--- src/verilog/dio_port_pkg.sv ---
/*
 * constants for the digital i/o port block: register byte offsets,
 * reset values, port indices and the single-operation command codes.
 * assumes a 32-bit apb slave with word-aligned registers.
 */
package dio_port_pkg;

    // ----------------------------------------------------------------
    // register byte offsets
    // ----------------------------------------------------------------
    localparam logic [11:0] OFF_DIR_A = 12'h000;
    localparam logic [11:0] OFF_DIR_C = 12'h004;
    localparam logic [11:0] OFF_PU_A = 12'h008;
    localparam logic [11:0] OFF_PU_B = 12'h00C;
    localparam logic [11:0] OFF_PORT_BASE = 12'h010;
    localparam logic [11:0] OFF_OP = 12'h020;

    // ----------------------------------------------------------------
    // reset values and field positions
    // ----------------------------------------------------------------
    localparam logic [7:0] DIR_A_RESET = 8'h00;
    localparam logic [7:0] DIR_C_RESET = 8'h00;
    localparam logic [7:0] PU_A_RESET = 8'h00;
    localparam logic [7:0] PU_B_RESET = 8'h00;
    localparam logic [3:0] LATCH_RESET = 4'h0;
    localparam int PU_A_PORT0_BIT = 3;
    localparam int PU_A_PORT1_BIT = 6;
    localparam int PU_B_PORT3_BIT = 0;
    localparam int DIR_C_PORT3_BIT = 0;

    // ports in order: index 0..3 (index 2 is the input-only port)
    localparam logic [1:0] PORT_INPUT_ONLY = 2'h2;

    // op register write fields and the read-back result bit
    localparam int OP_CODE_LSB = 0;
    localparam int OP_PORT_LSB = 4;
    localparam int OP_BIT_LSB = 8;
    localparam int OP_CARRY_BIT = 12;
    localparam int OP_DATA_LSB = 16;
    localparam int RESULT_BIT_POS = 4;

    typedef enum logic [2:0] {
        OP_NONE,
        OP_EXCHANGE,
        OP_INCREMENT,
        OP_BIT_SET,
        OP_BIT_CLEAR,
        OP_BIT_MOVE,
        OP_TEST_CLEAR,
        OP_BIT_TEST
    } port_op_t;

endpackage

--- src/verilog/dio_port.sv ---
/*
 * digital i/o port block: four 4-bit ports behind an apb slave.
 * assumes pin levels arrive asynchronously and are synchronised here;
 * the pad ring resolves pin_out / pin_oe_n / pullup_on into the wire.
 */
module dio_port
    import dio_port_pkg::*;
#(
    parameter logic [3:0] FIXED_PULLUP_P2 = 4'h0
) (
    // clock and reset
    input wire logic pclk,
    input wire logic presetn,
    // apb slave
    input wire logic psel,
    input wire logic penable,
    input wire logic pwrite,
    input wire logic [11:0] paddr,
    input wire logic [31:0] pwdata,
    output logic [31:0] prdata,
    output logic pready,
    output logic pslverr,
    // pins, four bits per port, port 0 in the low nibble
    input wire logic [15:0] pin_in,
    output logic [15:0] pin_out,
    output logic [15:0] pin_oe_n,
    output logic [15:0] pullup_on
);
    import dio_port_pkg::*;

    // ----------------------------------------------------------------
    // state
    // ----------------------------------------------------------------
    logic [7:0] dir_a_reg;
    logic [7:0] dir_c_reg;
    logic [7:0] pu_a_reg;
    logic [7:0] pu_b_reg;
    logic [15:0] latch_reg;
    logic [4:0] result_reg;
    logic [15:0] sync1_reg;
    logic [15:0] sync2_reg;
    logic [7:0] dir_a_next;
    logic [7:0] dir_c_next;
    logic [7:0] pu_a_next;
    logic [7:0] pu_b_next;
    logic [15:0] out_mode;
    logic [15:0] view_all;
    logic setup_ph;
    logic acc_wr;
    logic op_wr;
    logic port_wr;
    logic [1:0] wr_port;
    logic [1:0] op_port;
    logic [1:0] op_bit;
    port_op_t op_code;
    logic addr_ok;

    // ----------------------------------------------------------------
    // helpers
    // ----------------------------------------------------------------
    // direction bits per pin; the input-only port is never driven
    function automatic logic [15:0] mode_of(input logic [7:0] da, input logic [7:0] dc);
        mode_of = {{4{dc[DIR_C_PORT3_BIT]}}, 4'h0, da};
    endfunction

    // software pull-ups plus the fixed port 2 set, masked off wherever the pin is driven
    function automatic logic [15:0] pullup_of(input logic [15:0] md, input logic [7:0] pa,
                                              input logic [7:0] pb);
        logic [15:0] req;
        req = {{4{pb[PU_B_PORT3_BIT]}}, FIXED_PULLUP_P2,
               {4{pa[PU_A_PORT1_BIT]}}, {4{pa[PU_A_PORT0_BIT]}}};
        pullup_of = req & ~md;
    endfunction

    function automatic logic [3:0] nib(input logic [15:0] v, input logic [1:0] p);
        nib = v[4*p +: 4];
    endfunction

    // ----------------------------------------------------------------
    // synchroniser and read view
    // ----------------------------------------------------------------
    always_ff @(posedge pclk or negedge presetn) begin
        if (!presetn) begin
            sync1_reg <= 16'h0000;
            sync2_reg <= 16'h0000;
        end else begin
            sync1_reg <= pin_in;
            sync2_reg <= sync1_reg;
        end
    end

    assign out_mode = mode_of(dir_a_reg, dir_c_reg);
    // driven pins show the latch, the rest show the pin level
    assign view_all = (out_mode & latch_reg) | (~out_mode & sync2_reg);

    // ----------------------------------------------------------------
    // apb decode
    // ----------------------------------------------------------------
    assign setup_ph = psel && !penable;
    assign acc_wr = psel && penable && pready && pwrite;
    assign port_wr = acc_wr && paddr[11:4] == OFF_PORT_BASE[11:4] && paddr[1:0] == 2'h0;
    assign op_wr = acc_wr && paddr == OFF_OP;
    assign wr_port = paddr[3:2];
    assign op_port = pwdata[OP_PORT_LSB +: 2];
    assign op_bit = pwdata[OP_BIT_LSB +: 2];
    assign op_code = port_op_t'(pwdata[OP_CODE_LSB +: 3]);
    assign addr_ok = paddr == OFF_DIR_A || paddr == OFF_DIR_C || paddr == OFF_PU_A || paddr == OFF_PU_B
                     || paddr == OFF_OP || (paddr[11:4] == OFF_PORT_BASE[11:4] && paddr[1:0] == 2'h0);

    // one wait-free access phase: data and ready are prepared in setup
    always_ff @(posedge pclk or negedge presetn) begin
        if (!presetn) begin
            pready <= 1'b0;
            pslverr <= 1'b0;
            prdata <= 32'h0000_0000;
        end else begin
            pready <= setup_ph;
            pslverr <= setup_ph && !addr_ok;
            if (setup_ph && !pwrite) begin
                case (paddr)
                    OFF_DIR_A: prdata <= {24'h000000, dir_a_reg};
                    OFF_DIR_C: prdata <= {24'h000000, dir_c_reg};
                    OFF_PU_A: prdata <= {24'h000000, pu_a_reg};
                    OFF_PU_B: prdata <= {24'h000000, pu_b_reg};
                    OFF_OP: prdata <= {27'h0000000, result_reg};
                    default: begin
                        if (paddr[11:4] == OFF_PORT_BASE[11:4] && paddr[1:0] == 2'h0) begin
                            prdata <= {28'h0000000, nib(view_all, paddr[3:2])};
                        end else begin
                            prdata <= 32'h0000_0000;
                        end
                    end
                endcase
            end
        end
    end

    // ----------------------------------------------------------------
    // configuration registers
    // ----------------------------------------------------------------
    always_comb begin
        dir_a_next = dir_a_reg;
        dir_c_next = dir_c_reg;
        pu_a_next = pu_a_reg;
        pu_b_next = pu_b_reg;
        if (acc_wr && paddr == OFF_DIR_A) begin
            dir_a_next = pwdata[7:0];
        end
        if (acc_wr && paddr == OFF_DIR_C) begin
            dir_c_next = pwdata[7:0];
        end
        if (acc_wr && paddr == OFF_PU_A) begin
            pu_a_next = pwdata[7:0];
        end
        if (acc_wr && paddr == OFF_PU_B) begin
            pu_b_next = pwdata[7:0];
        end
    end

    always_ff @(posedge pclk or negedge presetn) begin
        if (!presetn) begin
            dir_a_reg <= DIR_A_RESET;
            dir_c_reg <= DIR_C_RESET;
            pu_a_reg <= PU_A_RESET;
            pu_b_reg <= PU_B_RESET;
        end else begin
            dir_a_reg <= dir_a_next;
            dir_c_reg <= dir_c_next;
            pu_a_reg <= pu_a_next;
            pu_b_reg <= pu_b_next;
        end
    end

    // ----------------------------------------------------------------
    // pad controls
    // ----------------------------------------------------------------
    // built from the next values so a pull-up never overlaps a drive
    always_ff @(posedge pclk or negedge presetn) begin
        if (!presetn) begin
            pin_oe_n <= 16'hFFFF;
            pullup_on <= {4'h0, FIXED_PULLUP_P2, 8'h00};
        end else begin
            pin_oe_n <= ~mode_of(dir_a_next, dir_c_next);
            pullup_on <= pullup_of(mode_of(dir_a_next, dir_c_next), pu_a_next, pu_b_next);
        end
    end

    // ----------------------------------------------------------------
    // output latches and single operations
    // ----------------------------------------------------------------
    always_ff @(posedge pclk or negedge presetn) begin
        if (!presetn) begin
            latch_reg <= {4{LATCH_RESET}};
            result_reg <= 5'h00;
        end else if (port_wr && wr_port != PORT_INPUT_ONLY) begin
            latch_reg[4*wr_port +: 4] <= pwdata[3:0];
        end else if (op_wr) begin
            case (op_code)
                OP_EXCHANGE: begin
                    result_reg[3:0] <= nib(view_all, op_port);
                    if (op_port != PORT_INPUT_ONLY) begin
                        latch_reg[4*op_port +: 4] <= pwdata[OP_DATA_LSB +: 4];
                    end
                end
                OP_INCREMENT: begin
                    result_reg[3:0] <= nib(view_all, op_port) + 4'h1;
                    if (op_port != PORT_INPUT_ONLY) begin
                        latch_reg[4*op_port +: 4] <= nib(view_all, op_port) + 4'h1;
                    end
                end
                OP_BIT_SET, OP_BIT_CLEAR, OP_BIT_MOVE, OP_TEST_CLEAR: begin
                    // other bits of an input-mode port are left as they were, one legal
                    // outcome of their undefined state
                    result_reg[RESULT_BIT_POS] <= view_all[{op_port, op_bit}];
                    if (op_port != PORT_INPUT_ONLY) begin
                        latch_reg[{op_port, op_bit}] <= op_code == OP_BIT_SET
                            || (op_code == OP_BIT_MOVE && pwdata[OP_CARRY_BIT]);
                    end
                end
                OP_BIT_TEST: begin
                    result_reg[RESULT_BIT_POS] <= view_all[{op_port, op_bit}];
                end
                default: begin
                    result_reg <= result_reg;
                end
            endcase
        end
    end

    always_ff @(posedge pclk or negedge presetn) begin
        if (!presetn) begin
            pin_out <= {4{LATCH_RESET}};
        end else begin
            pin_out <= latch_reg;
        end
    end
endmodule

--- config.mk ---
export PLATFORM = sky130hd
export DESIGN_NAME = dio_port
export DESIGN_NICKNAME = d
export VERILOG_FILES = /design/src/verilog/dio_port_pkg.sv /design/src/verilog/dio_port.sv
export SDC_FILE = /design/constraint.sdc
export NUM_CORES = 1
export LEC_CHECK = 0
export BUFFER_PORTS_ARGS = -buffer_cell sky130_fd_sc_hd__clkbuf_2
export CAP_MARGIN = 20
export CORE_MARGIN = 4
export CORE_UTILIZATION = 34
export DETAILED_ROUTE_END_ITERATION = 12
export RECOVER_POWER = 100
export SLEW_MARGIN = 5
export SYNTH_ARGS = -nofsm -noshare
export SYNTH_HDL_FRONTEND = slang
export SYNTH_SLANG_ARGS = --single-unit
--- constraint.sdc ---
create_clock -name pclk -period 2.55 [get_ports pclk]
set_input_delay 0.1275 -clock pclk [delete_from_list [all_inputs] [get_ports pclk]]
set_output_delay 0.1275 -clock pclk [all_outputs]
set_load 0.01 [all_outputs]
==> impl_results.md <==
* Status: complete, but fails checks
* Failing checks: setup timing
* Routability congestion estimate from global placement at 0.8967
* Length in cells of the worst reg-to-reg path at 8
* Main combinational cell family by area after synthesis: multiplexers
* Reg-to-reg critical path endpoint: latch_reg[13]$_DFFE_PN0P_
* Post-placement cell count at 885
* Die outline width at 143.5 µm
* Crit. End Element: flip-flop
* Post-synthesis cell count at between 500 and 600
* Bufs on Longest Clock Path at 2
* H-tree lvl count at 4
* Post-Layout Cell Count at between 900 and 1k
* Detailed-routed wire length on met2 at 8.723 mm
* Via count at just under 5k
* First-pass detailed-route iteration total at 7
* Topmost layer with routed signal wires: met4
* Number of enable-type register cells in the synthesized netlist at 0
* Worst Path Buf+Inv at 1
* Fraction of the mapped netlist area in simple logic gates at 0.1137
* HPWL reported at the end of detailed placement at 14.06 mm
* Initial DRC count at 460
* # Max-Cap Violations at 0
* CP max stage cell: sky130_fd_sc_hd__mux4_2
* Final Cell Area at 7729 µm²
* Slack of the worst reg-to-reg path at -0.004 ns
* Instance count on the critical path at 8
* Residual overflow from global routing at 0
* Area fraction of the dominant cell type after synthesis at 0.4812
* Top cells by area, synth: sky130_fd_sc_hd__dfrtp_1 48%, sky130_fd_sc_hd__mux2_2 7.4%, sky130_fd_sc_hd__buf_4 4.6%
* Signal arrival time at the worst endpoint at 2.86 ns
* Count of antenna diodes in the layout at 0
* Port Buf Inserts at 97
* Antenna violations before repair at 0
* Crit-path max cell delay at 0.51 ns
* I/O pin count at 147
* Last element of the critical path: latch_reg[13]$_DFFE_PN0P_
* Proportion of synthesized flip-flops having asynchronous set or reset at 1.000
* Area of the multi-input gates at ~2600 µm²
* Synthesis warning total at 0
* Most frequent cell after synthesis: sky130_fd_sc_hd__dfrtp_1
* Post-route clock period utilization at 1.002
* Die extent in y at 143.5 µm
* Vias in the first global route at 5,082
* Length of routed wiring on met1 at about 7.8 mm
* Overall power after layout at 4.864 mW
* DR WL met3 at 1.610 mm
* Combined flip-flop and latch cell area at roughly 3200 µm²
* Startpoint of the worst setup timing path: dir_c_reg[0]$_DFF_PN0_
* Worst-path fanout max at 4
* Family with the most delay on the worst path: multiplexers
* Core region area at 18,020 µm²
* Average cell area after synthesis at about 11 µm²
* Post-route DRC at 0
* Path class of the lowest-slack min-delay path: in2reg
* CTS clock-pin slew for the worst setup and hold paths at roughly 0.060 ns
* Total routing usage reported by global routing at 0.1891
* Proportion of synthesized chip area in sequential cells at 0.5190
* Clock period minus final worst setup slack at 2.554 ns
* Final hold violations at 0
* Achievable Freq at ~390 MHz
* Cell types with the highest counts after synthesis: 120 x sky130_fd_sc_hd__dfrtp_1, 47 x sky130_fd_sc_hd__nand2_1, 41 x sky130_fd_sc_hd__mux2_2
* Synthesized area at ~6200 µm²
* Wire length of the first global-routing pass at a little under 30 mm
* Number of cell rows at 49
* Synthesized-area fraction occupied by xor and xnor cells at 0.01123
* Fraction of the mapped netlist area in adder cells at 0.02606
* DR WL/cell at 19.82 µm
* Worst-skew pair later-pin latency at 0.42 ns
* P&R area growth vs syn at 23.84%
* Worst slew margin relative to its limit at 0.2710
* Cell accounting for the most synthesized area: sky130_fd_sc_hd__dfrtp_1
* Pre-CTS WS at -0.003661 ns
* Standard cell area after detailed placement at 7068 µm²
* Pin count of the biggest net entering global routing at 46
* # fillers at 1,721
* DRT Wirelength at 18.58 mm
* RSZ-0062 raised after global routing: true
* Worst clock skew at 0.009148 ns
* Startpoint class of the critical path: flip-flop
* Areal power density over the cells at 629.3 nW/µm²
* Crit Path Category: reg2reg
* DIE AREA at 20,590 µm²
* Leading register cell type out of synthesis: sky130_fd_sc_hd__dfrtp_1
* Transition time at the pin with the least slew margin at 1.094 ns
* Multiplexer share of the synthesized area at 0.1281
* Net total in the final layout at 773
* Final antenna-violating net count at 0
* Total number of clock tree sinks at 129
* Critical path data required time at 2.86 ns
* Starting density of the core at 0.3462
* Ordered cell list for the critical path: mux2_4 > mux4_2 > ha_4 > a22o_1 > buf_4 > a222oi_1 > o211ai_1 > o21a_1
* Finish-stage setup viols at 1
* Root buf cell: sky130_fd_sc_hd__clkbuf_16
* Number of vias per cell at 5.182
* Layout cells sized above 1 at 0.2528
* Cts bufs inserted at 17
* Library cells used by synthesis at 64
* Synth Area in Compound Gates at 0.1245
* Final critical-path setup slack at -0.004113 ns
* VDD IR max at just over 0.0006 V
* Startpoint of the worst register-to-register path: dir_c_reg[0]$_DFF_PN0_
* Slew Viols, Final at 0
* Leakage power at 3.466 nW
* CTS tree: done
* Yosys reg bits at between 100 and 150
worst reg2reg max path, cell delays in order, from the launching register on:
cell	delay, ns
sky130_fd_sc_hd__dfrtp_2	0.45
sky130_fd_sc_hd__mux2_4	0.32
sky130_fd_sc_hd__mux4_2	0.51
sky130_fd_sc_hd__ha_4	0.26
sky130_fd_sc_hd__a22o_1	0.22
sky130_fd_sc_hd__buf_4	0.14
sky130_fd_sc_hd__a222oi_1	0.30
sky130_fd_sc_hd__o211ai_1	0.13
sky130_fd_sc_hd__o21a_1	0.12
cells by family after synthesis:
kind of cell	Yosys count
simple gates	137
flops	129
compound gates	115
buf+inv	87
mux	62
fa+ha+maj	13
xor+xnor	8
other cells	2
where the power goes:
group / switching (mW) / internal [mW] / total [mW] / leakage, nW
Sequential: 0.0130 / 2.08 / 2.09 / 1.69
Clock: 0.947 / 1.38 / 2.33 / 0.276
Combinational: 0.277 / 0.166 / 0.443 / 1.50
area by class of cell:
class	count	share of cell area
clock buffer	19	0.05731
clock inverter	13	0.01619
inverter	22	0.01068
multi-input combinational	367	0.3426
sequential	129	0.4193
tap	229	0.03707
timing repair buffer	158	0.1169
cell usage in the layout (no fill, tap or decap), drive strengths merged, types with 4 or more instances in the layout:
cell	Yosys	final
buf	46	32
dfrtp	120	120
nor3b	4	4
a222oi	6	6
mux4	10	10
mux2i	9	9
nand3	14	14
dlygate4sd3	0	19
nor3	9	9
nand2	47	47
o211ai	5	5
clkbuf	19	126
inv	21	27
dfstp	9	9
nor2	33	33
mux2	43	43
a22oi	13	13
xnor2	5	5
clkinv	1	5
conb	2	32
a22o	4	4
a21oi	19	19
o21ai	31	31
o21a	5	5
nand2b	4	4
ha	13	13
o22ai	5	5
a31oi	10	10
through the flow:
step	TNS, ns	hold slack (ns)	utilization
3_3_place_gp	0	0.1547	0.3921
3_5_place_dp	-0.004537	0.1572	0.3921
5_1_grt	-0.09238	0.05714	0.4288
4_1_cts	0	0.01034	0.4348
6_report	-0.004113	0.01958	0.4288
2_1_floorplan	0	-0.1681	-
worst min path at each step:
stage / start / to / slack [ns] / depth (start not counted)
6_report: psel / pready$_DFF_PN0_ / 0.02 / 3
5_1_grt: psel / pready$_DFF_PN0_ / 0.06 / 3
4_1_cts: psel / pready$_DFF_PN0_ / 0.01 / 3
3_5_place_dp: presetn / sync1_reg[14]$_DFF_PN0_ / 0.16 / 1
3_3_place_gp: presetn / sync1_reg[14]$_DFF_PN0_ / 0.15 / 1
2_1_floorplan: presetn / dir_a_reg[0]$_DFF_PN0_ / -0.17 / 0
routing by layer:
layer	track usage	vias to the layer above
met5	0	-
met4	0.06739	0
met3	0.04925	36
met2	0.2946	243
met1	0.2565	2390
li1	-	2187
what timing repair did:
action,CTS,global route
endpoints found under the setup margin,2,3
buffers inserted,1,0
hold buffers,19,0
endpoints found under the hold margin,59,0
gates resized for setup,1,4
pin swaps,0,1
(Power assumes the default switching activity.)
